## src/design/uart_irq_defines.svh

```systemverilog
`ifndef UART_IRQ_DEFINES_SVH
`define UART_IRQ_DEFINES_SVH

// -----------------------------------------------------------------
// Register offsets
// -----------------------------------------------------------------
`define OFS_DATA 3'h0
`define OFS_ENABLE 3'h1
`define OFS_IDENT 3'h2
`define OFS_LINE_CTRL 3'h3
`define OFS_MODEM_CTRL 3'h4
`define OFS_LINE_STATUS 3'h5
`define OFS_HS_STATUS 3'h6
`define OFS_SCRATCH 3'h7

// -----------------------------------------------------------------
// Field positions
// -----------------------------------------------------------------
`define LC_DIV_ACCESS 7
`define FC_FIFO_EN 0
`define FC_RX_RESET 1
`define FC_TX_RESET 2
`define FC_TRIG_HI 7
`define FC_TRIG_LO 6
`define MC_DTR 0
`define MC_RTS 1
`define MC_LOOP_RI 2
`define MC_IRQ_EN 3
`define MC_LOOPBACK 4
`define IE_RX_READY 0
`define IE_TX_EMPTY 1
`define IE_LINE 2
`define IE_HANDSHAKE 3
`define IE_WIDTH 4
`define MC_WIDTH 5

// -----------------------------------------------------------------
// Reset values
// -----------------------------------------------------------------
`define RST_BYTE 8'h00
`define RST_DIVISOR 16'h0000

// -----------------------------------------------------------------
// Receive trigger levels in characters
// -----------------------------------------------------------------
`define TRIG_LVL0 5'h01
`define TRIG_LVL1 5'h04
`define TRIG_LVL2 5'h08
`define TRIG_LVL3 5'h0e

// -----------------------------------------------------------------
// Timing
// -----------------------------------------------------------------
`define REF_CLK_KHZ 24000
`define NORMAL_REF_HZ 1846100
`define PRESCALE 4'hd
`define STEP_NORMAL 4'h1
`define STEP_FAST 4'h8
`define STEP_TURBO 4'hd
`define OVERSAMPLE 16
`define CHAR_BITS 10
`define TIMEOUT_CHARS 4
`define TIMEOUT_TICKS (`TIMEOUT_CHARS * `CHAR_BITS * `OVERSAMPLE)
`define TIMEOUT_W 10

`endif

```

## src/design/uart_irq_pkg.sv

```systemverilog
package uart_irq_pkg;

    // Identification codes, bits 3..0 of the identification register.
    typedef enum logic [3:0] {
        ID_NONE = 4'b0001,
        ID_LINE = 4'b0110,
        ID_RX_READY = 4'b0100,
        ID_RX_TIMEOUT = 4'b1100,
        ID_TX_EMPTY = 4'b0010,
        ID_HANDSHAKE = 4'b0000
    } irq_id_e;

endpackage

```

## src/design/uart_irq_baud.sv

```systemverilog
`timescale 1ns/1ps
`include "uart_irq_defines.svh"

module uart_irq_baud
    import uart_irq_pkg::*;
(
    input wire logic clk,
    input wire logic rst_b,
    input wire logic ce,
    input wire logic [2:0] addr,
    input wire logic [7:0] wr_data,
    input wire logic wr_en,
    input wire logic rd_en,
    output logic [7:0] rd_data,
    input wire logic [7:0] rx_data,
    input wire logic rx_ready,
    input wire logic [4:0] rx_count,
    input wire logic rx_push,
    input wire logic tx_buf_empty,
    input wire logic tx_idle,
    input wire logic overrun_flag,
    input wire logic parity_error_flag,
    input wire logic missing_stop_flag,
    input wire logic break_flag,
    input wire logic cts_b,
    input wire logic dsr_b,
    input wire logic ri_b,
    input wire logic dcd_b,
    input wire logic fast_rate_select,
    input wire logic turbo_rate_select,
    output logic rx_read,
    output logic tx_write,
    output logic [7:0] tx_data,
    output logic fifo_enable,
    output logic rx_fifo_reset,
    output logic tx_fifo_reset,
    output logic [7:0] line_ctrl,
    output logic dtr_b,
    output logic rts_b,
    output logic baud16_tick,
    output logic irq_out,
    output logic irq_oe_b
);

    // -------------------------------------------------------------
    // Bus decode
    // -------------------------------------------------------------
    logic div_access;
    logic wr_div_lo;
    logic wr_div_hi;
    logic wr_tx;
    logic rd_rx;
    logic rd_ident;
    logic rd_line;
    logic rd_hs;

    assign div_access = line_ctrl[`LC_DIV_ACCESS];
    assign wr_div_lo = ce && wr_en && addr == `OFS_DATA && div_access;
    assign wr_div_hi = ce && wr_en && addr == `OFS_ENABLE && div_access;
    assign wr_tx = ce && wr_en && addr == `OFS_DATA && !div_access;
    assign rd_rx = ce && rd_en && addr == `OFS_DATA && !div_access;
    assign rd_ident = ce && rd_en && addr == `OFS_IDENT;
    assign rd_line = ce && rd_en && addr == `OFS_LINE_STATUS;
    assign rd_hs = ce && rd_en && addr == `OFS_HS_STATUS;

    // -------------------------------------------------------------
    // Control registers
    // -------------------------------------------------------------
    logic [`IE_WIDTH-1:0] irq_en_q;
    logic [`MC_WIDTH-1:0] modem_ctrl_q;
    logic [1:0] trig_sel_q;
    logic [15:0] divisor_q;
    logic [7:0] scratch_q;

    always_ff @(posedge clk or negedge rst_b) begin
        if (!rst_b) begin
            irq_en_q <= '0;
            modem_ctrl_q <= '0;
            trig_sel_q <= '0;
            fifo_enable <= 1'b0;
            line_ctrl <= `RST_BYTE;
            scratch_q <= `RST_BYTE;
        end else if (ce && wr_en) begin
            case (addr)
                `OFS_ENABLE: begin
                    if (!div_access) begin
                        irq_en_q <= wr_data[`IE_WIDTH-1:0];
                    end
                end
                `OFS_IDENT: begin
                    fifo_enable <= wr_data[`FC_FIFO_EN];
                    trig_sel_q <= wr_data[`FC_TRIG_HI:`FC_TRIG_LO];
                end
                `OFS_LINE_CTRL: line_ctrl <= wr_data;
                `OFS_MODEM_CTRL: modem_ctrl_q <= wr_data[`MC_WIDTH-1:0];
                `OFS_SCRATCH: scratch_q <= wr_data;
                default: ;
            endcase
        end
    end

    always_ff @(posedge clk or negedge rst_b) begin
        if (!rst_b) begin
            divisor_q <= `RST_DIVISOR;
        end else if (wr_div_lo) begin
            divisor_q[7:0] <= wr_data;
        end else if (wr_div_hi) begin
            divisor_q[15:8] <= wr_data;
        end
    end

    // The FIFO reset bits clear themselves: they leave as one-cycle pulses.
    always_ff @(posedge clk or negedge rst_b) begin
        if (!rst_b) begin
            rx_fifo_reset <= 1'b0;
            tx_fifo_reset <= 1'b0;
            tx_write <= 1'b0;
            tx_data <= `RST_BYTE;
            rx_read <= 1'b0;
        end else if (ce) begin
            rx_fifo_reset <= wr_en && addr == `OFS_IDENT && wr_data[`FC_RX_RESET];
            tx_fifo_reset <= wr_en && addr == `OFS_IDENT && wr_data[`FC_TX_RESET];
            tx_write <= wr_tx;
            rx_read <= rd_rx;
            if (wr_tx) begin
                tx_data <= wr_data;
            end
        end
    end

    // -------------------------------------------------------------
    // Modem pins
    // -------------------------------------------------------------
    logic [3:0] pin_meta_q;
    logic [3:0] pin_sync_q;
    logic [3:0] hs_level;
    logic [3:0] hs_prev_q;
    logic [3:0] hs_change_q;
    logic loopback;

    // Order of bits: cts, dsr, ri, dcd, all active high after inversion.
    always_ff @(posedge clk or negedge rst_b) begin
        if (!rst_b) begin
            pin_meta_q <= '1;
            pin_sync_q <= '1;
        end else if (ce) begin
            pin_meta_q <= {dcd_b, ri_b, dsr_b, cts_b};
            pin_sync_q <= pin_meta_q;
        end
    end

    assign loopback = modem_ctrl_q[`MC_LOOPBACK];
    assign hs_level = loopback
        ? {modem_ctrl_q[`MC_IRQ_EN], modem_ctrl_q[`MC_LOOP_RI],
           modem_ctrl_q[`MC_DTR], modem_ctrl_q[`MC_RTS]}
        : ~pin_sync_q;

    // A change landing on the read cycle survives the clear.
    always_ff @(posedge clk or negedge rst_b) begin
        if (!rst_b) begin
            hs_prev_q <= '0;
            hs_change_q <= '0;
        end else if (ce) begin
            hs_prev_q <= hs_level;
            for (int i = 0; i < 4; i++) begin
                // Ring reports only its trailing edge, the others any edge.
                if (i == 2 ? (hs_prev_q[i] && !hs_level[i])
                           : (hs_prev_q[i] != hs_level[i])) begin
                    hs_change_q[i] <= 1'b1;
                end else if (rd_hs) begin
                    hs_change_q[i] <= 1'b0;
                end
            end
        end
    end

    // Loopback parks the modem outputs in their inactive state.
    always_ff @(posedge clk or negedge rst_b) begin
        if (!rst_b) begin
            dtr_b <= 1'b1;
            rts_b <= 1'b1;
        end else if (ce) begin
            dtr_b <= loopback || !modem_ctrl_q[`MC_DTR];
            rts_b <= loopback || !modem_ctrl_q[`MC_RTS];
        end
    end

    // -------------------------------------------------------------
    // Line status and transmit empty sources
    // -------------------------------------------------------------
    logic [3:0] line_err_q;
    logic [3:0] line_evt;
    logic tx_empty_prev_q;
    logic tx_empty_pend_q;
    irq_id_e cur_id;

    assign line_evt = {break_flag, missing_stop_flag, parity_error_flag, overrun_flag};

    always_ff @(posedge clk or negedge rst_b) begin
        if (!rst_b) begin
            line_err_q <= '0;
        end else if (ce) begin
            line_err_q <= line_evt | (rd_line ? 4'h0 : line_err_q);
        end
    end

    logic tx_empty_rise;
    assign tx_empty_rise = tx_buf_empty && !tx_empty_prev_q;

    always_ff @(posedge clk or negedge rst_b) begin
        if (!rst_b) begin
            tx_empty_prev_q <= 1'b0;
            tx_empty_pend_q <= 1'b0;
        end else if (ce) begin
            tx_empty_prev_q <= tx_buf_empty;
            if (tx_empty_rise) begin
                tx_empty_pend_q <= 1'b1;
            end else if (wr_tx || (rd_ident && cur_id == ID_TX_EMPTY)) begin
                tx_empty_pend_q <= 1'b0;
            end
        end
    end

    // -------------------------------------------------------------
    // Receive sources
    // -------------------------------------------------------------
    logic [4:0] trig_level;
    logic rx_level_hit;
    logic [`TIMEOUT_W-1:0] idle_cnt_q;
    logic rx_timeout;

    always_comb begin
        case (trig_sel_q)
            2'b00: trig_level = `TRIG_LVL0;
            2'b01: trig_level = `TRIG_LVL1;
            2'b10: trig_level = `TRIG_LVL2;
            default: trig_level = `TRIG_LVL3;
        endcase
    end

    assign rx_level_hit = fifo_enable ? (rx_count >= trig_level) : rx_ready;

    // A receive FIFO read or push restarts the idle count, so the interrupt waits
    // four whole character times of silence.
    always_ff @(posedge clk or negedge rst_b) begin
        if (!rst_b) begin
            idle_cnt_q <= '0;
        end else if (ce) begin
            if (!fifo_enable || rx_count == 5'h00 || rd_rx || rx_push) begin
                idle_cnt_q <= '0;
            end else if (baud16_tick && !rx_timeout) begin
                idle_cnt_q <= idle_cnt_q + 1'b1;
            end
        end
    end

    assign rx_timeout = idle_cnt_q == `TIMEOUT_W'(`TIMEOUT_TICKS);

    // -------------------------------------------------------------
    // Priority and identification
    // -------------------------------------------------------------
    logic [7:0] ident_byte;

    always_comb begin
        if (irq_en_q[`IE_LINE] && |line_err_q) begin
            cur_id = ID_LINE;
        end else if (irq_en_q[`IE_RX_READY] && fifo_enable && rx_timeout) begin
            cur_id = ID_RX_TIMEOUT;
        end else if (irq_en_q[`IE_RX_READY] && rx_level_hit) begin
            cur_id = ID_RX_READY;
        end else if (irq_en_q[`IE_TX_EMPTY] && tx_empty_pend_q) begin
            cur_id = ID_TX_EMPTY;
        end else if (irq_en_q[`IE_HANDSHAKE] && |hs_change_q) begin
            cur_id = ID_HANDSHAKE;
        end else begin
            cur_id = ID_NONE;
        end
    end

    assign ident_byte = {fifo_enable, fifo_enable, 2'b00, cur_id};

    // Open-drain style pin: enable low means the pin is driven.
    always_ff @(posedge clk or negedge rst_b) begin
        if (!rst_b) begin
            irq_out <= 1'b0;
            irq_oe_b <= 1'b1;
        end else if (ce) begin
            irq_out <= cur_id != ID_NONE;
            irq_oe_b <= !modem_ctrl_q[`MC_IRQ_EN];
        end
    end

    // -------------------------------------------------------------
    // Read data
    // -------------------------------------------------------------
    logic [7:0] rd_mux;

    always_comb begin
        case (addr)
            `OFS_DATA: rd_mux = div_access ? divisor_q[7:0] : rx_data;
            `OFS_ENABLE: rd_mux = div_access ? divisor_q[15:8]
                                             : {4'h0, irq_en_q};
            `OFS_IDENT: rd_mux = ident_byte;
            `OFS_LINE_CTRL: rd_mux = line_ctrl;
            `OFS_MODEM_CTRL: rd_mux = {3'b000, modem_ctrl_q};
            `OFS_LINE_STATUS: rd_mux = {1'b0, tx_idle, tx_buf_empty,
                                        line_err_q, rx_ready};
            `OFS_HS_STATUS: rd_mux = {hs_level[3], hs_level[2], hs_level[1],
                                      hs_level[0], hs_change_q};
            default: rd_mux = scratch_q;
        endcase
    end

    always_ff @(posedge clk or negedge rst_b) begin
        if (!rst_b) begin
            rd_data <= `RST_BYTE;
        end else if (ce) begin
            rd_data <= rd_en ? rd_mux : `RST_BYTE;
        end
    end

    // -------------------------------------------------------------
    // Baud generator
    // -------------------------------------------------------------
    // The reference is clk itself. A modulo-13 accumulator makes the
    // 1.8461 MHz step; fast mode adds 8 per cycle for eight times that
    // rate, turbo adds 13 and so ticks on every reference edge.
    logic [3:0] step;
    logic [4:0] acc_sum;
    logic [3:0] acc_q;
    logic ref_tick;
    logic [15:0] div_cnt_q;

    assign step = turbo_rate_select ? `STEP_TURBO
                : fast_rate_select ? `STEP_FAST
                : `STEP_NORMAL;
    assign acc_sum = {1'b0, acc_q} + {1'b0, step};
    assign ref_tick = acc_sum >= {1'b0, `PRESCALE};

    always_ff @(posedge clk or negedge rst_b) begin
        if (!rst_b) begin
            acc_q <= '0;
        end else if (ce) begin
            acc_q <= ref_tick ? 4'(acc_sum - {1'b0, `PRESCALE}) : acc_sum[3:0];
        end
    end

    // A divisor of zero is outside the valid range and holds the output.
    always_ff @(posedge clk or negedge rst_b) begin
        if (!rst_b) begin
            div_cnt_q <= '0;
            baud16_tick <= 1'b0;
        end else if (ce) begin
            baud16_tick <= 1'b0;
            if (divisor_q == 16'h0000) begin
                div_cnt_q <= '0;
            end else if (ref_tick) begin
                if (div_cnt_q <= 16'h0001) begin
                    div_cnt_q <= divisor_q;
                    baud16_tick <= 1'b1;
                end else begin
                    div_cnt_q <= div_cnt_q - 1'b1;
                end
            end
        end
    end

endmodule

```

## config.mk

```make
export PLATFORM = sky130hd
export DESIGN_NAME = uart_irq_baud
export DESIGN_NICKNAME = d
export VERILOG_FILES = /design/src/design/uart_irq_pkg.sv /design/src/design/uart_irq_baud.sv
export VERILOG_INCLUDE_DIRS = /design/src /design/src/design
export SDC_FILE = /design/constraint.sdc
export NUM_CORES = 1
export LEC_CHECK = 0
export BUFFER_PORTS_ARGS = -buffer_cell sky130_fd_sc_hd__buf_2
export CORE_ASPECT_RATIO = 0.5
export CORE_MARGIN = 2
export CORE_UTILIZATION = 55
export CTS_CLUSTER_SIZE = 30
export DETAILED_ROUTE_END_ITERATION = 16
export GPL_ROUTABILITY_DRIVEN = 0
export PLACE_DENSITY = 0.84
export SLEW_MARGIN = 0
export SYNTH_ARGS = -nofsm -noshare
export SYNTH_HDL_FRONTEND = slang
export SYNTH_SLANG_ARGS = --single-unit
```

## constraint.sdc

```tcl
create_clock -name clk -period 6.7 [get_ports clk]
set_input_delay 2.01 -clock clk [delete_from_list [all_inputs] [get_ports clk]]
set_output_delay 2.01 -clock clk [all_outputs]
set_load 0.01 [all_outputs]
```

# Word level (Yosys, flattened, before mapping)

Cells that the tools add are included.

Divide/modulo/power cells: 0
$add $sub $neg: 4
Bitwise gates (word level): 4
Muxes and demuxes: 31
Multiply operators: 0
Magnitude comparators: 3
Eq/ne operators: 15
Reduce and logical (&&, ||, !) cells: 66
Shift operators: 0

Operators by type and width:

| operator              | number |
|---|---|
| $pmux 8 s7            | 1 |
| $mux 16               | 3 |
| $mux 4                | 7 |
| $reduce_and 2->1      | 13 |
| $logic_and 1x1->1     | 25 |
| $mux 8                | 3 |
| $mux 10               | 2 |
| $le 16x1->1 const B   | 1 |
| $logic_not 16->1      | 1 |
| $sub 16x1->16 const B | 1 |
| $reduce_bool 2->1     | 7 |
| $eq 3x3->1 const B    | 4 |
| $mux 1                | 12 |
| $pmux 4 s3            | 1 |
| $add 10x1->10 const B | 1 |
| $eq 10x10->1 const B  | 1 |
| $logic_not 1->1       | 8 |
| $reduce_or 4->1       | 2 |
| $eq 3x2->1 const B    | 2 |
| $logic_or 1x1->1      | 6 |
| $add 4x4->5           | 1 |
| $ge 5x4->1 const B    | 1 |
| $ge 5x5->1            | 1 |
| $logic_not 5->1       | 1 |
| 15 further kinds      | 18 |

Bits in writable memories: 0
Memory bits (read-only): 0
Latch bits: 0
Input port bits: 43
Bits in registers: 121
Logic and storage cells: 155
Memories: 0

# Longest topological paths before layout

Gate-level depths: netlist of the first run.

Depth in word-level cells: 13
Gate-level depth with buffers: 13

# Worst setup path after synthesis of the first run

Ideal clock, no wire load.

Kind: input-to-reg
From: in turbo_rate_select
To: reg div_cnt_q[2]
Setup time: 0.127 ns
Data arrival time: 4.053 ns
Stages on the path: 13
Slack: 2.520 ns
Cells stage by stage: nand2b_1 ha_1 ha_1 inv_1 ha_1 nor3_1 nor2_2 a221oi_4 or3_1 buf_4 buf_6 a2bb2oi_1 o31ai_1

Cells in the longest elaborated chain, start to end: 5

Ends and longest elaborated chain:

| what                        | RTL line             | text |
|---|---|---|
| from (decl)                 | uart_irq_baud.sv:30  | `input wire logic turbo_rate_select,` |
| $mux 4 (no line)            | --                   |  |
| $add 4x4->5                 | uart_irq_baud.sv:337 | `assign acc_sum = {1'b0, acc_q} + {1'b0, step};` |
| $ge 5x4->1                  | uart_irq_baud.sv:338 | `` assign ref_tick = acc_sum >= {1'b0, `PRESCALE}; `` |
| $reduce_bool 2->1 (no line) | --                   |  |
| $reduce_and 2->1 (no line)  | --                   |  |
| to (signal assigned)        | uart_irq_baud.sv:359 | `div_cnt_q <= divisor_q;` |
| to (signal assigned)        | uart_irq_baud.sv:362 | `div_cnt_q <= div_cnt_q - 1'b1;` |
| to (decl)                   | uart_irq_baud.sv:332 | `logic [15:0] div_cnt_q;` |

No other way between the ends.
A chain may end at the register's enable or synchronous reset.

# Final worst setup path of the first run

From: in turbo_rate_select
To: reg div_cnt_q[6]

The elaborated chain is that of the path after synthesis.

==> summary.md, run 1 <==
| Metric | Value |
|---|---|
| Via/cell ratio | between 6 and 7 |
| Sequential fraction of the synthesis area | 48.5% |
| Share of synthesized registers carrying an async set or reset | 100% |
| Layout cells sized above 1 | 30.1% |
| Max Clk Rate | 226 MHz |
| Synthesized area per cell | 10.7 µm² |
| Sw frac | a little over a third |
| Clk network pwr share | 32.4% |
| Synth Area in Adders | ~2.8% |
| Reg-to-Reg Start | acc_q[0] |
| Synth Flop Type | dfrtp_1 |
| Slew margin rel. | 42.1% |
| Grt ovf | 0 |
| Syn_nets | 644 |
| CTS H-Tree Depth | 4 |
| Final setup skew | 0.00932 ns |
| Die Ht | 79.5 µm |
| Most frequent cells in the layout | 110 x dfrtp_1, 75 x buf_2, 67 x mux2_2 |
| Yosys cell types | 70 |
| Core area | 11000 µm² |
| Vias | 5215 |
| Port bufs | 76 |
| Setup repair bufs after CTS | 0 |
| Worst Path Max Fanout | 17 |
| Commonest non-fill, non-tap cell in the layout | dfrtp_1 |
| Mapped Area | 6280 µm² |
| Leading post-synthesis cells by cell area | dfrtp_1 44%, mux2_2 12%, dfstp_2 4.6% |
| Clock Path Buffers | 2 |
| Worst vdd ir | 218 µV |
| Gate power share | 31.0% |
| Post-CTS sizing | 0 |
| Worst skew pair latency | between 0.4 and 0.5 ns |
| Final net count | 714 |
| Critical Path AT | 4.72 ns |
| Post-route ant nets | 0 |
| Initial antenna violation count | 0 |
| Cts hold-fix bufs | 0 |
| Max Cap Viol | 0 |
| Total power | 2840 µW |
| Clk root buf | clkbuf_16 |
| Die W | 155 µm |
| Die area | 12300 µm² |
| Hold Crit Class | flip-flop to flip-flop |
| Critical path class | input port to flip-flop |
| Reg2reg setup slack | 3.73 ns |
| Critical Path Start | turbo_rate_select |
| Fin Setup TNS | 0 ns |
| First-pass GRT wire length | 26800 µm |
| Post-synth EDFFs | 0 |
| IO Count | 77 |
| Pint | approximately 1800 µW |
| Crit path required time | 7.00 ns |
| PwrDens | 388 nW/µm² |
| Outcome | finished, final reports clean |
| Routed wire length | roughly 16000 µm |
| Crit share post-route | between 60% and 70% |
| LEAKAGE | approximately 0.0033 µW |
| Top cell type by total area after synthesis | dfrtp_1 |
| Worst-path clk slew | roughly 0.060 ns |
| DP Wirelength | 10700 µm |
| Slew Limit Fails | 0 |
| GRT Util Overall | 28.1% |
| Avg WL per Cell | 20.0 µm |
| Post-synthesis cell count | around 590 |
| Ys Warns | 0 |
| Main combinational cell family by area after synthesis | compound AO/OA/AOI/OAI gates |
| Worst Max-Slew Pin Slew | 0.869 ns |
| Top cell type's share of synthesized area | 43.9% |
| Rows | 27 |
| Antenna diode count | 0 |
| Layout area overhead | 16.7% |
| Switching power | 997 µW |
| Worst Setup End Kind | flip-flop |
| DRC viols | 0 |
| Drt first pass iters | 6 |
| Startpoint types | input port |
| Initial core utilization | 56.8% |
| Mux cell area share after synthesis | 14.2% |
| CTS tree | done |
| XOR/XNOR Fraction of Synth Area | under 10% |
| Final setup viols | 0 |
| Worst min-delay path startpoint | dtr_b |
| Sequential group share of total power | around 37% |
| DR iter-0 viols | 532 |
| Register bit total from synthesis | ~120 |
| Sink Count | between 100 and 150 |
| Largest net degree at the start of global routing | 70 |
| Unrepaired setup endpoints after global routing | false |
| Post-synthesis simple-gate area fraction | 13.7% |
| Vias in the first global route | ~5200 |
| Fin crit period | 4.42 ns |
| Final hold vios | 0 |
| Compound-Gate Fraction of Synth Area | roughly 15% |
| Number of CTS-inserted buffers | 17 |
| Filler cell count | 762 |
worst paths after layout:
kind	endpoint	cells past startpoint
max reg2reg	div_cnt_q[6]	10
min reg2reg	dtr_b	2
max	div_cnt_q[6]	12
min	dtr_b	2
max in group asynchronous	idle_cnt_q[5]	2
min in group asynchronous	tx_data[0]	1
through the flow:
| stage | area, µm² | utilization, % | instances | hold slack, ns | worst slack [ns] |
|---|---|---|---|---|---|
| floorplan | 6280 | - | 587 | 0.418 | 2.52 |
| global route | 7320 | 66.3 | 815 | 0.507 | 2.09 |
| finish | 7320 | 66.3 | 815 | 0.492 | 2.28 |
| global placement | 6720 | 60.8 | 783 | 0.452 | 2.06 |
| CTS | 7320 | 66.3 | 815 | 0.486 | 2.30 |
| detailed placement | 6720 | 60.8 | 783 | 0.470 | 1.90 |
area by class of cell:
class	count	area, µm²	area share (%)
clock buffer	21	493	6.73
clock inverter	11	113	1.54
inverter	24	90.1	1.23
multi-input combinational	416	3020	41.2
sequential	121	3040	41.5
tap	145	181	2.48
timing repair buffer	77	390	5.33
power by group through the flow:
stage	Combinational, µW	Clock (µW)	Sequential (µW)
detailed placement	852	0	1040
floorplan	659	0	1010
global placement	817	0	1040
global route	965	958	1060
CTS	873	920	1030
finish	882	921	1040
state kept, by name (all words and copies together) (netlist names), 2 cells and up:
name	cells
acc_q	4
div_cnt_q	16
divisor_q	16
hs_change_q	4
hs_prev_q	4
idle_cnt_q	10
irq_en_q	4
line_ctrl	8
line_err_q	4
modem_ctrl_q	5
pin_meta_q	4
pin_sync_q	4
rd_data	8
scratch_q	8
trig_sel_q	2
tx_data	8
worst max-delay path, stage by stage:
cell,delay [ns]
buf_2,0.11
nand2b_1,0.14
ha_1,0.20
ha_1,0.33
inv_1,0.10
ha_1,0.21
nor3_1,0.21
nor2_2,0.09
a221o_1,0.35
o21ai_2,0.64
nor2_1,0.12
o22a_1,0.21
Yosys cell counts (7+ instances only):
master     instances
o2bb2ai_1          7
mux2_2            67
nor3_1             9
mux2i_1            9
clkbuf_1          17
a31oi_1           13
nor4_1             7
nor2_1            28
dfrtp_1          110
xnor2_1            7
inv_1             21
a21o_1             7
ha_1              14
nand4_1            8
o21ai_0           38
xor2_1             7
nand2_1           57
and3_1            10
a21oi_1           23
nand3_1           13
dfstp_2           11
cell families after synthesis:
logic type / count (synthesis)
and+or+nand+nor: 166
buffers and inverters: 50
muxes: 78
xor gates and xnor gates: 15
DFF: 121
AOI/OAI and AO/OA: 143
adders and majority gates: 14
routing by layer:
metal / GRT usage, % / share of wire [%] / up-vias
met5: 0 / 0 / -
met4: 11.8 / 3.1 / 0
met3: 7.49 / 7.3 / 59
met2: 44.9 / 48 / 277
met1: 36.9 / 42 / 2567
li1: - / - / 2312
(Power assumes the default switching activity.)
==> run 2, diff against run 1 <==
--- a/config.mk
+++ b/config.mk
@@ -6,6 +6,7 @@
 export SDC_FILE = /design/constraint.sdc
 export NUM_CORES = 1
 export LEC_CHECK = 0
+export ABC_AREA = 1
 export BUFFER_PORTS_ARGS = -buffer_cell sky130_fd_sc_hd__buf_2
 export CORE_ASPECT_RATIO = 0.5
 export CORE_MARGIN = 2
==> constraint.sdc (replaced) <==
create_clock -name clk -period 4.18 [get_ports clk]
set_input_delay 1.254 -clock clk [delete_from_list [all_inputs] [get_ports clk]]
set_output_delay 1.254 -clock clk [all_outputs]
set_load 0.01 [all_outputs]
==> run 2 against run 1 <==
  * Final cell count up 38%
  * Via count up 20%
  * Combinational power up 62%
  * Worst hold slack worse by 0.030 ns
  * Critical path type unchanged
==> summary.md, run 2 <==
| Metric | Value |
|---|---|
| Post-synth EDFFs | 0 (unchanged) |
| Rows | 28 (+3.7%) |
| Die W | 158 µm (+2.0%) |
| Max Clk Rate | 307 MHz |
| Count leader, synth | nand2_1 |
| DRC viols | 0 (unchanged) |
| Final core utilization | 65.7% (-0.65 points) |
| Vias | 6252 (+20%) |
| Slew Limit Fails | 0 (unchanged) |
| CP Cell Sequence | buf_2 > nand2_1 > nor3_1 > nor2_1 > a21oi_1 > nand4_1 > o21ai_0 |
| Post-synthesis cell count | 870 (+48%) |
| Initial core utilization | 55.9% (-0.95 points) |
| Final net count | 1003 (+40%) |
| Slowest stage delay, CP | 1.02 ns (+0.38 ns) |
| Layout area overhead | 17.5% |
| Clk root buf | clkbuf_16 |
| Slew margin rel. | 17.8% (-24 points) |
| Antenna diode count | 0 (unchanged) |
| Worst Path Buf+Inv | 1 (-1) |
| Clk network pwr share | 33.8% (+1.4 points) |
| IO Count | 77 (unchanged) |
| DP Area | 7060 µm² (+5.0%) |
| Number of CTS-inserted buffers | 17 (unchanged) |
| Pint | 2870 µW (+55%) |
| Worst hold slack | 0.462 ns (-0.0300 ns) |
| Post-route ant nets | 0 (unchanged) |
| Worst path slowest cell | a21oi_1 |
| Top cell type's share of synthesized area | 42.1% (-1.7 points) |
| Worst Path Max Fanout | 20 (+3) |
| Port bufs | 76 (unchanged) |
| Sw frac | 37.5% (+2.5 points) |
| DR iter-0 viols | 705 (+33%) |
| Mapped Area | 6540 µm² (+4.1%) |
| Worst-path clk slew | 0.06 ns (about the same) |
| Critical path class | input port to flip-flop |
| Final Cell Area | 7680 µm² (+4.9%) |
| Die area | 12800 µm² (+4.0%) |
| Sequential fraction of the synthesis area | 46.5% (-1.9 points) |
| Core area | 11700 µm² (+5.9%) |
| Startpoint types | input port |
| Via/cell ratio | 5.56 (-13%) |
| Unrepaired setup endpoints after global routing | false |
| Commonest non-fill, non-tap cell in the layout | nand2_1 |
| Drt first pass iters | 7 (+1) |
| Gate power share | 31.1% (about the same) |
| Synth Flop Type | dfrtp_1 |
| Fin Setup TNS | 0 ns (unchanged) |
| Register bit total from synthesis | 121 (unchanged) |
| Leading post-synthesis cells by cell area | dfrtp_1 42%, nand2_1 16%, o21ai_0 9.4% |
| Setup repair bufs after CTS | 0 (unchanged) |
| CTS tree | done |
| Share of synthesized registers carrying an async set or reset | 100% (unchanged) |
| DP Wirelength | 12300 µm (+15%) |
| Largest net degree at the start of global routing | 67 (-4.3%) |
| PwrDens | 598 nW/µm² (+54%) |
| Avg WL per Cell | 16.0 µm (-20%) |
| Synthesized area per cell | 7.51 µm² (-30%) |
| Fin crit period | between 3 and 4 ns |
| Initial antenna violation count | 0 (unchanged) |
| Worst Max-Slew Pin Slew | 1.23 ns (+0.364 ns) |
| Ys Warns | 0 (unchanged) |
| Most frequent cells in the layout | 274 x nand2_1, 123 x o21ai_0, 110 x dfrtp_1 |
| First-pass GRT wire length | 29100 µm (+8.5%) |
| Syn_nets | 927 (+44%) |
| Crit path required time | 4.52 ns (-2.48 ns) |
| Cts hold-fix bufs | 0 (unchanged) |
| CTS H-Tree Depth | 4 (unchanged) |
| Hold Crit Class | flip-flop to flip-flop |
| Sink Count | 121 (unchanged) |
| Clock Path Buffers | 2 (unchanged) |
| Crit share post-route | 77.9% |
| Grt ovf | 0 (unchanged) |
| Switching power | 1720 µW (+73%) |
| Yosys cell types | 46 (-34%) |
| Die Ht | 81.1 µm (+1.9%) |
| LEAKAGE | 0.00393 µW (+19%) |
| Routed wire length | 18000 µm (+10%) |
| Top cell type by total area after synthesis | dfrtp_1 |
| Worst Setup End Kind | flip-flop |
| Worst vdd ir | 337 µV (+55%) |
| Total power | 4590 µW (+62%) |
| Final hold vios | 0 (unchanged) |
| Synth top cells by count | 274 x nand2_1, 123 x o21ai_0, 110 x dfrtp_1, 92 x inv_1, 64 x nor2_1 |
| Post-CTS sizing | 0 (unchanged) |
| Sequential group share of total power | 35.1% (-1.5 points) |
| GRT Util Overall | 29.8% (+1.7 points) |
| Top Registers | div_cnt_q x16, divisor_q x16, idle_cnt_q x10 |
| Filler cell count | 959 (+26%) |
| Outcome | finished, final reports clean |
| Critical Path AT | 3.60 ns (-1.12 ns) |
| Final setup skew | 0.0119 ns (+0.00262 ns) |
| Max Cap Viol | 0 (unchanged) |
| Layout cells sized above 1 | 15.3% (-15 points) |
| Worst skew pair latency | 0.43 ns (about the same) |
| Final setup viols | 0 (unchanged) |
| Crit-path leading delay family | compound AO/OA/AOI/OAI gates |
| Vias in the first global route | 5923 (+14%) |
[run 2: cell families after synthesis]
group	count (synthesis)	share of synthesized area (%)
xor+xnor	11	1.59
compound gates	173	14.3
fa+ha+maj	14	2.68
buf+inv	122	7.43
simple gates	428	27.3
flops	121	46.5
mux	1	0.153
[run 2: routing by layer]
layer | track usage [%] | wire length [µm] | up-vias
met3 | 5.76 | 1280 | 57
met1 | 39.8 | 7770 | 2934
met4 | 12.6 | 590 | 0
li1 | - | - | 2983
met2 | 48.4 | 8340 | 278
met5 | 0 | 0 | -
[run 2: path summary, 6_finish.rpt]
kind | start | end | slack, ns | cells after the start
setup / recovery | ce | idle_cnt_q[2] | 0.92 | 7
hold / removal | pin_sync_q[0] | pin_sync_q[0] | 0.46 | 2
setup reg to reg | line_ctrl[7] | idle_cnt_q[2] | 1.55 | 5
hold reg to reg | pin_sync_q[0] | pin_sync_q[0] | 0.46 | 2
max in group asynchronous | rst_b | div_cnt_q[1] | 2.52 | 2
min in group asynchronous | rst_b | tx_data[3] | 0.87 | 1
[run 2: through the flow]
| step | std cells | worst slack (ns) |
|---|---|---|
| CTS | 1124 | 1.04 |
| floorplan | 870 | 1.35 |
| global placement | 1092 | 0.760 |
| global route | 1124 | 0.766 |
| finish | 1124 | 0.922 |
| detailed placement | 1092 | 0.603 |
[run 2: power groups by stage]
| stage | Sequential, µW | Combinational (µW) | Clock (µW) |
|---|---|---|---|
| floorplan | 1580 | 1030 | 0 |
| global placement | 1610 | 1340 | 0 |
| detailed placement | 1620 | 1390 | 0 |
| CTS | 1600 | 1420 | 1560 |
| global route | 1640 | 1640 | 1610 |
| finish | 1610 | 1430 | 1550 |
[run 2: cell type report]
cell class | count | area, µm² | area share [%]
sequential | 121 | 3040 | 39.6
clock buffer | 19 | 475 | 6.19
clock inverter | 13 | 151 | 1.97
multi-input combinational | 627 | 3010 | 39.2
tap | 165 | 206 | 2.69
timing repair buffer | 80 | 425 | 5.54
inverter | 99 | 372 | 4.84
[run 2: worst register-to-register path, delay by kind of cell (launching register included)]
kind             cells  cell delay [ns]
AO/OA/AOI/OAI        2             1.16
flip-flops           1             0.60
AND/OR/NAND/NOR      3             0.79
==> run 3, diff against run 2 <==
==> constraint.sdc (replaced) <==
create_clock -name clk -period 3 [get_ports clk]
set_input_delay 0.9 -clock clk [delete_from_list [all_inputs] [get_ports clk]]
set_output_delay 0.9 -clock clk [all_outputs]
set_load 0.01 [all_outputs]
==> run 3 against run 2 <==
  * First-iteration DRC count shrank 9.1%
  * Global-route usage grew 0.25 points
  * Clock power grew 22%
  * Largest cell class unchanged
==> summary.md, run 3 (synthesis gave the netlist of run 2 again) <==
| Metric | Value |
|---|---|
| Non-Filler Instances | 1129 (+0.44%) |
| Layout area overhead | 16.9% |
| Setup repair bufs after CTS | 0 (unchanged) |
| Final setup viols | 0 (unchanged) |
| RR Endpoint | div_cnt_q[5] |
| Final net count | 1008 (+0.50%) |
| Slowest stage delay, CP | 0.28 ns (-0.74 ns) |
| Clock Path Buffers | 2 (unchanged) |
| Post-Place Cells | 1097 (+0.46%) |
| Initial antenna violation count | 0 (unchanged) |
| Most frequent cells in the layout | 274 x nand2_1, 123 x o21ai_0, 110 x dfrtp_1 |
| Fin Setup TNS | 0 ns (unchanged) |
| Worst Setup End Kind | flip-flop |
| Vias in the first global route | 5975 (+0.88%) |
| Hold Crit Class | input port to async pin |
| DR iter-0 viols | 641 (-9.1%) |
| CTS H-Tree Depth | 4 (unchanged) |
| Final hold vios | 0 (unchanged) |
| Via/cell ratio | 5.71 (+2.7%) |
| Slew Limit Fails | 0 (unchanged) |
| DP Wirelength | 12500 µm (+1.8%) |
| Grt ovf | 0 (unchanged) |
| Max Clk Rate | 414 MHz |
| Worst hold slack | 0.396 ns (-0.0656 ns) |
| Rows | 28 (unchanged) |
| Worst vdd ir | 434 µV (+29%) |
| Fin crit period | 2.42 ns |
| Unrepaired setup endpoints after global routing | false |
| Top Registers | div_cnt_q x16, divisor_q x16, idle_cnt_q x10 |
| DRC viols | 0 (unchanged) |
| Post-route ant nets | 0 (unchanged) |
| Number of CTS-inserted buffers | 17 (unchanged) |
| Antenna diode count | 0 (unchanged) |
| Clk root buf | clkbuf_16 |
| Final Cell Area | 7640 µm² (-0.52%) |
| Crit path required time | 3.33 ns (-1.19 ns) |
| Core area | 11700 µm² (unchanged) |
| Sink Count | 121 (unchanged) |
| Worst path slowest cell | ha_1 |
| IO Count | 77 (unchanged) |
| Final core utilization | 65.3% (-0.34 points) |
| Reg2reg setup slack | 0.86 ns (-0.69 ns) |
| Reg-to-Reg Start | acc_q[0] |
| Port bufs | 76 (unchanged) |
| Die area | 12800 µm² (unchanged) |
| Routed wire length | 18100 µm (+0.47%) |
| Commonest non-fill, non-tap cell in the layout | nand2_1 |
| Startpoint types | input port |
| Die Ht | 81.1 µm (unchanged) |
| Reg2Reg Depth | 10 (+5) |
| PwrDens | 807 nW/µm² (+35%) |
| GRT Util Overall | 30.1% (+0.25 points) |
| Die W | 158 µm (unchanged) |
| Vias | 6452 (+3.2%) |
| Drt first pass iters | 6 (-1) |
| CTS tree | done |
| Max Cap Viol | 0 (unchanged) |
| Critical path class | input port to flip-flop |
| CP Cell Sequence | buf_2 > inv_1 > nand2_1 > ha_1 > ha_1 > inv_1 > ha_1 > inv_1 > nor2_1 > o21ai_2 > nand2_1 > nand3_1 > o21ai_0 |
| Crit share post-route | 80.6% |
| Final setup skew | 0.0135 ns (+0.00155 ns) |
| Initial core utilization | 55.9% (unchanged) |
| Slew margin rel. | 52.0% (+34 points) |
| LEAKAGE | 0.00390 µW (-0.58%) |
| Worst Path Max Fanout | 6 (-70%) |
| DP Area | 7090 µm² (+0.53%) |
| First-pass GRT wire length | 29400 µm (+0.95%) |
| Critical Path AT | 2.75 ns (-0.85 ns) |
| Post-CTS sizing | 0 (unchanged) |
| Avg WL per Cell | 16.0 µm (about the same) |
| Layout cells sized above 1 | 15.7% (+0.34 points) |
| Largest net degree at the start of global routing | 65 (-3.0%) |
| Worst-path clk slew | 0.06 ns (about the same) |
| Cts hold-fix bufs | 0 (unchanged) |
| Worst Max-Slew Pin Slew | 0.717 ns (-0.515 ns) |
| Outcome | finished, final reports clean |
| Worst skew pair latency | 0.42 ns (about the same) |
run 3: cell types whose count changed in the layout (fill, tap and decap cells not counted):
| cell | change |
|---|---|
| clkinv_2 | +1 |
| clkbuf_1 | +1 |
| clkinvlp_4 | +3 |
| clkbuf_16 | -2 |
| inv_6 | -3 |
| clkbuf_8 | +2 |
| buf_4 | +5 |
| bufinv_16 | -2 |
run 3: per-stage QoR:
stage,worst slack [ns],power [µW]
after CTS,0.614,6130
after floorplan,0.523,3640
after global routing,0.427,6580
after global placement,0.330,4130
after detailed placement,0.181,4220
final,0.583,6170
run 3: cell type report:
cell class	instances	area [µm²]
clock buffer	20	457
clock inverter	12	92.6
fill	974	4060
inverter	99	372
multi-input combinational	627	3010
sequential	121	3040
tap	165	206
timing repair buffer	85	463
run 3: worst max path at each step:
stage,startpoint,end,slack (ns),cells after the start
floorplan,turbo_rate_select,div_cnt_q[10],0.52,14
global placement,turbo_rate_select,baud16_tick,0.33,13
detailed placement,turbo_rate_select,div_cnt_q[5],0.18,13
CTS,turbo_rate_select,div_cnt_q[5],0.61,13
global route,turbo_rate_select,div_cnt_q[5],0.43,13
finish,turbo_rate_select,div_cnt_q[5],0.58,13
run 3: layer usage:
metal  part of all wire, %  wire (µm)  GRT usage, %
met5                     0          0             0
met4                   3.3        603          12.9
met3                   9.6       1740          8.96
met2                    46       8220          47.7
met1                    42       7500          38.9
run 3: where the power goes:
part	internal, µW	switching, µW	total, µW
clock network	1110	781	1890
registers	1960	278	2240
logic	724	1320	2050
total	3790	2380	6170
run 3: worst max-delay path: cells and delay by family:
| kind | cells | cell delay, ns |
|---|---|---|
| fa+ha+maj | 3 | 0.64 |
| simple gates | 4 | 0.55 |
| buf+inv | 4 | 0.34 |
| compound gates | 2 | 0.30 |
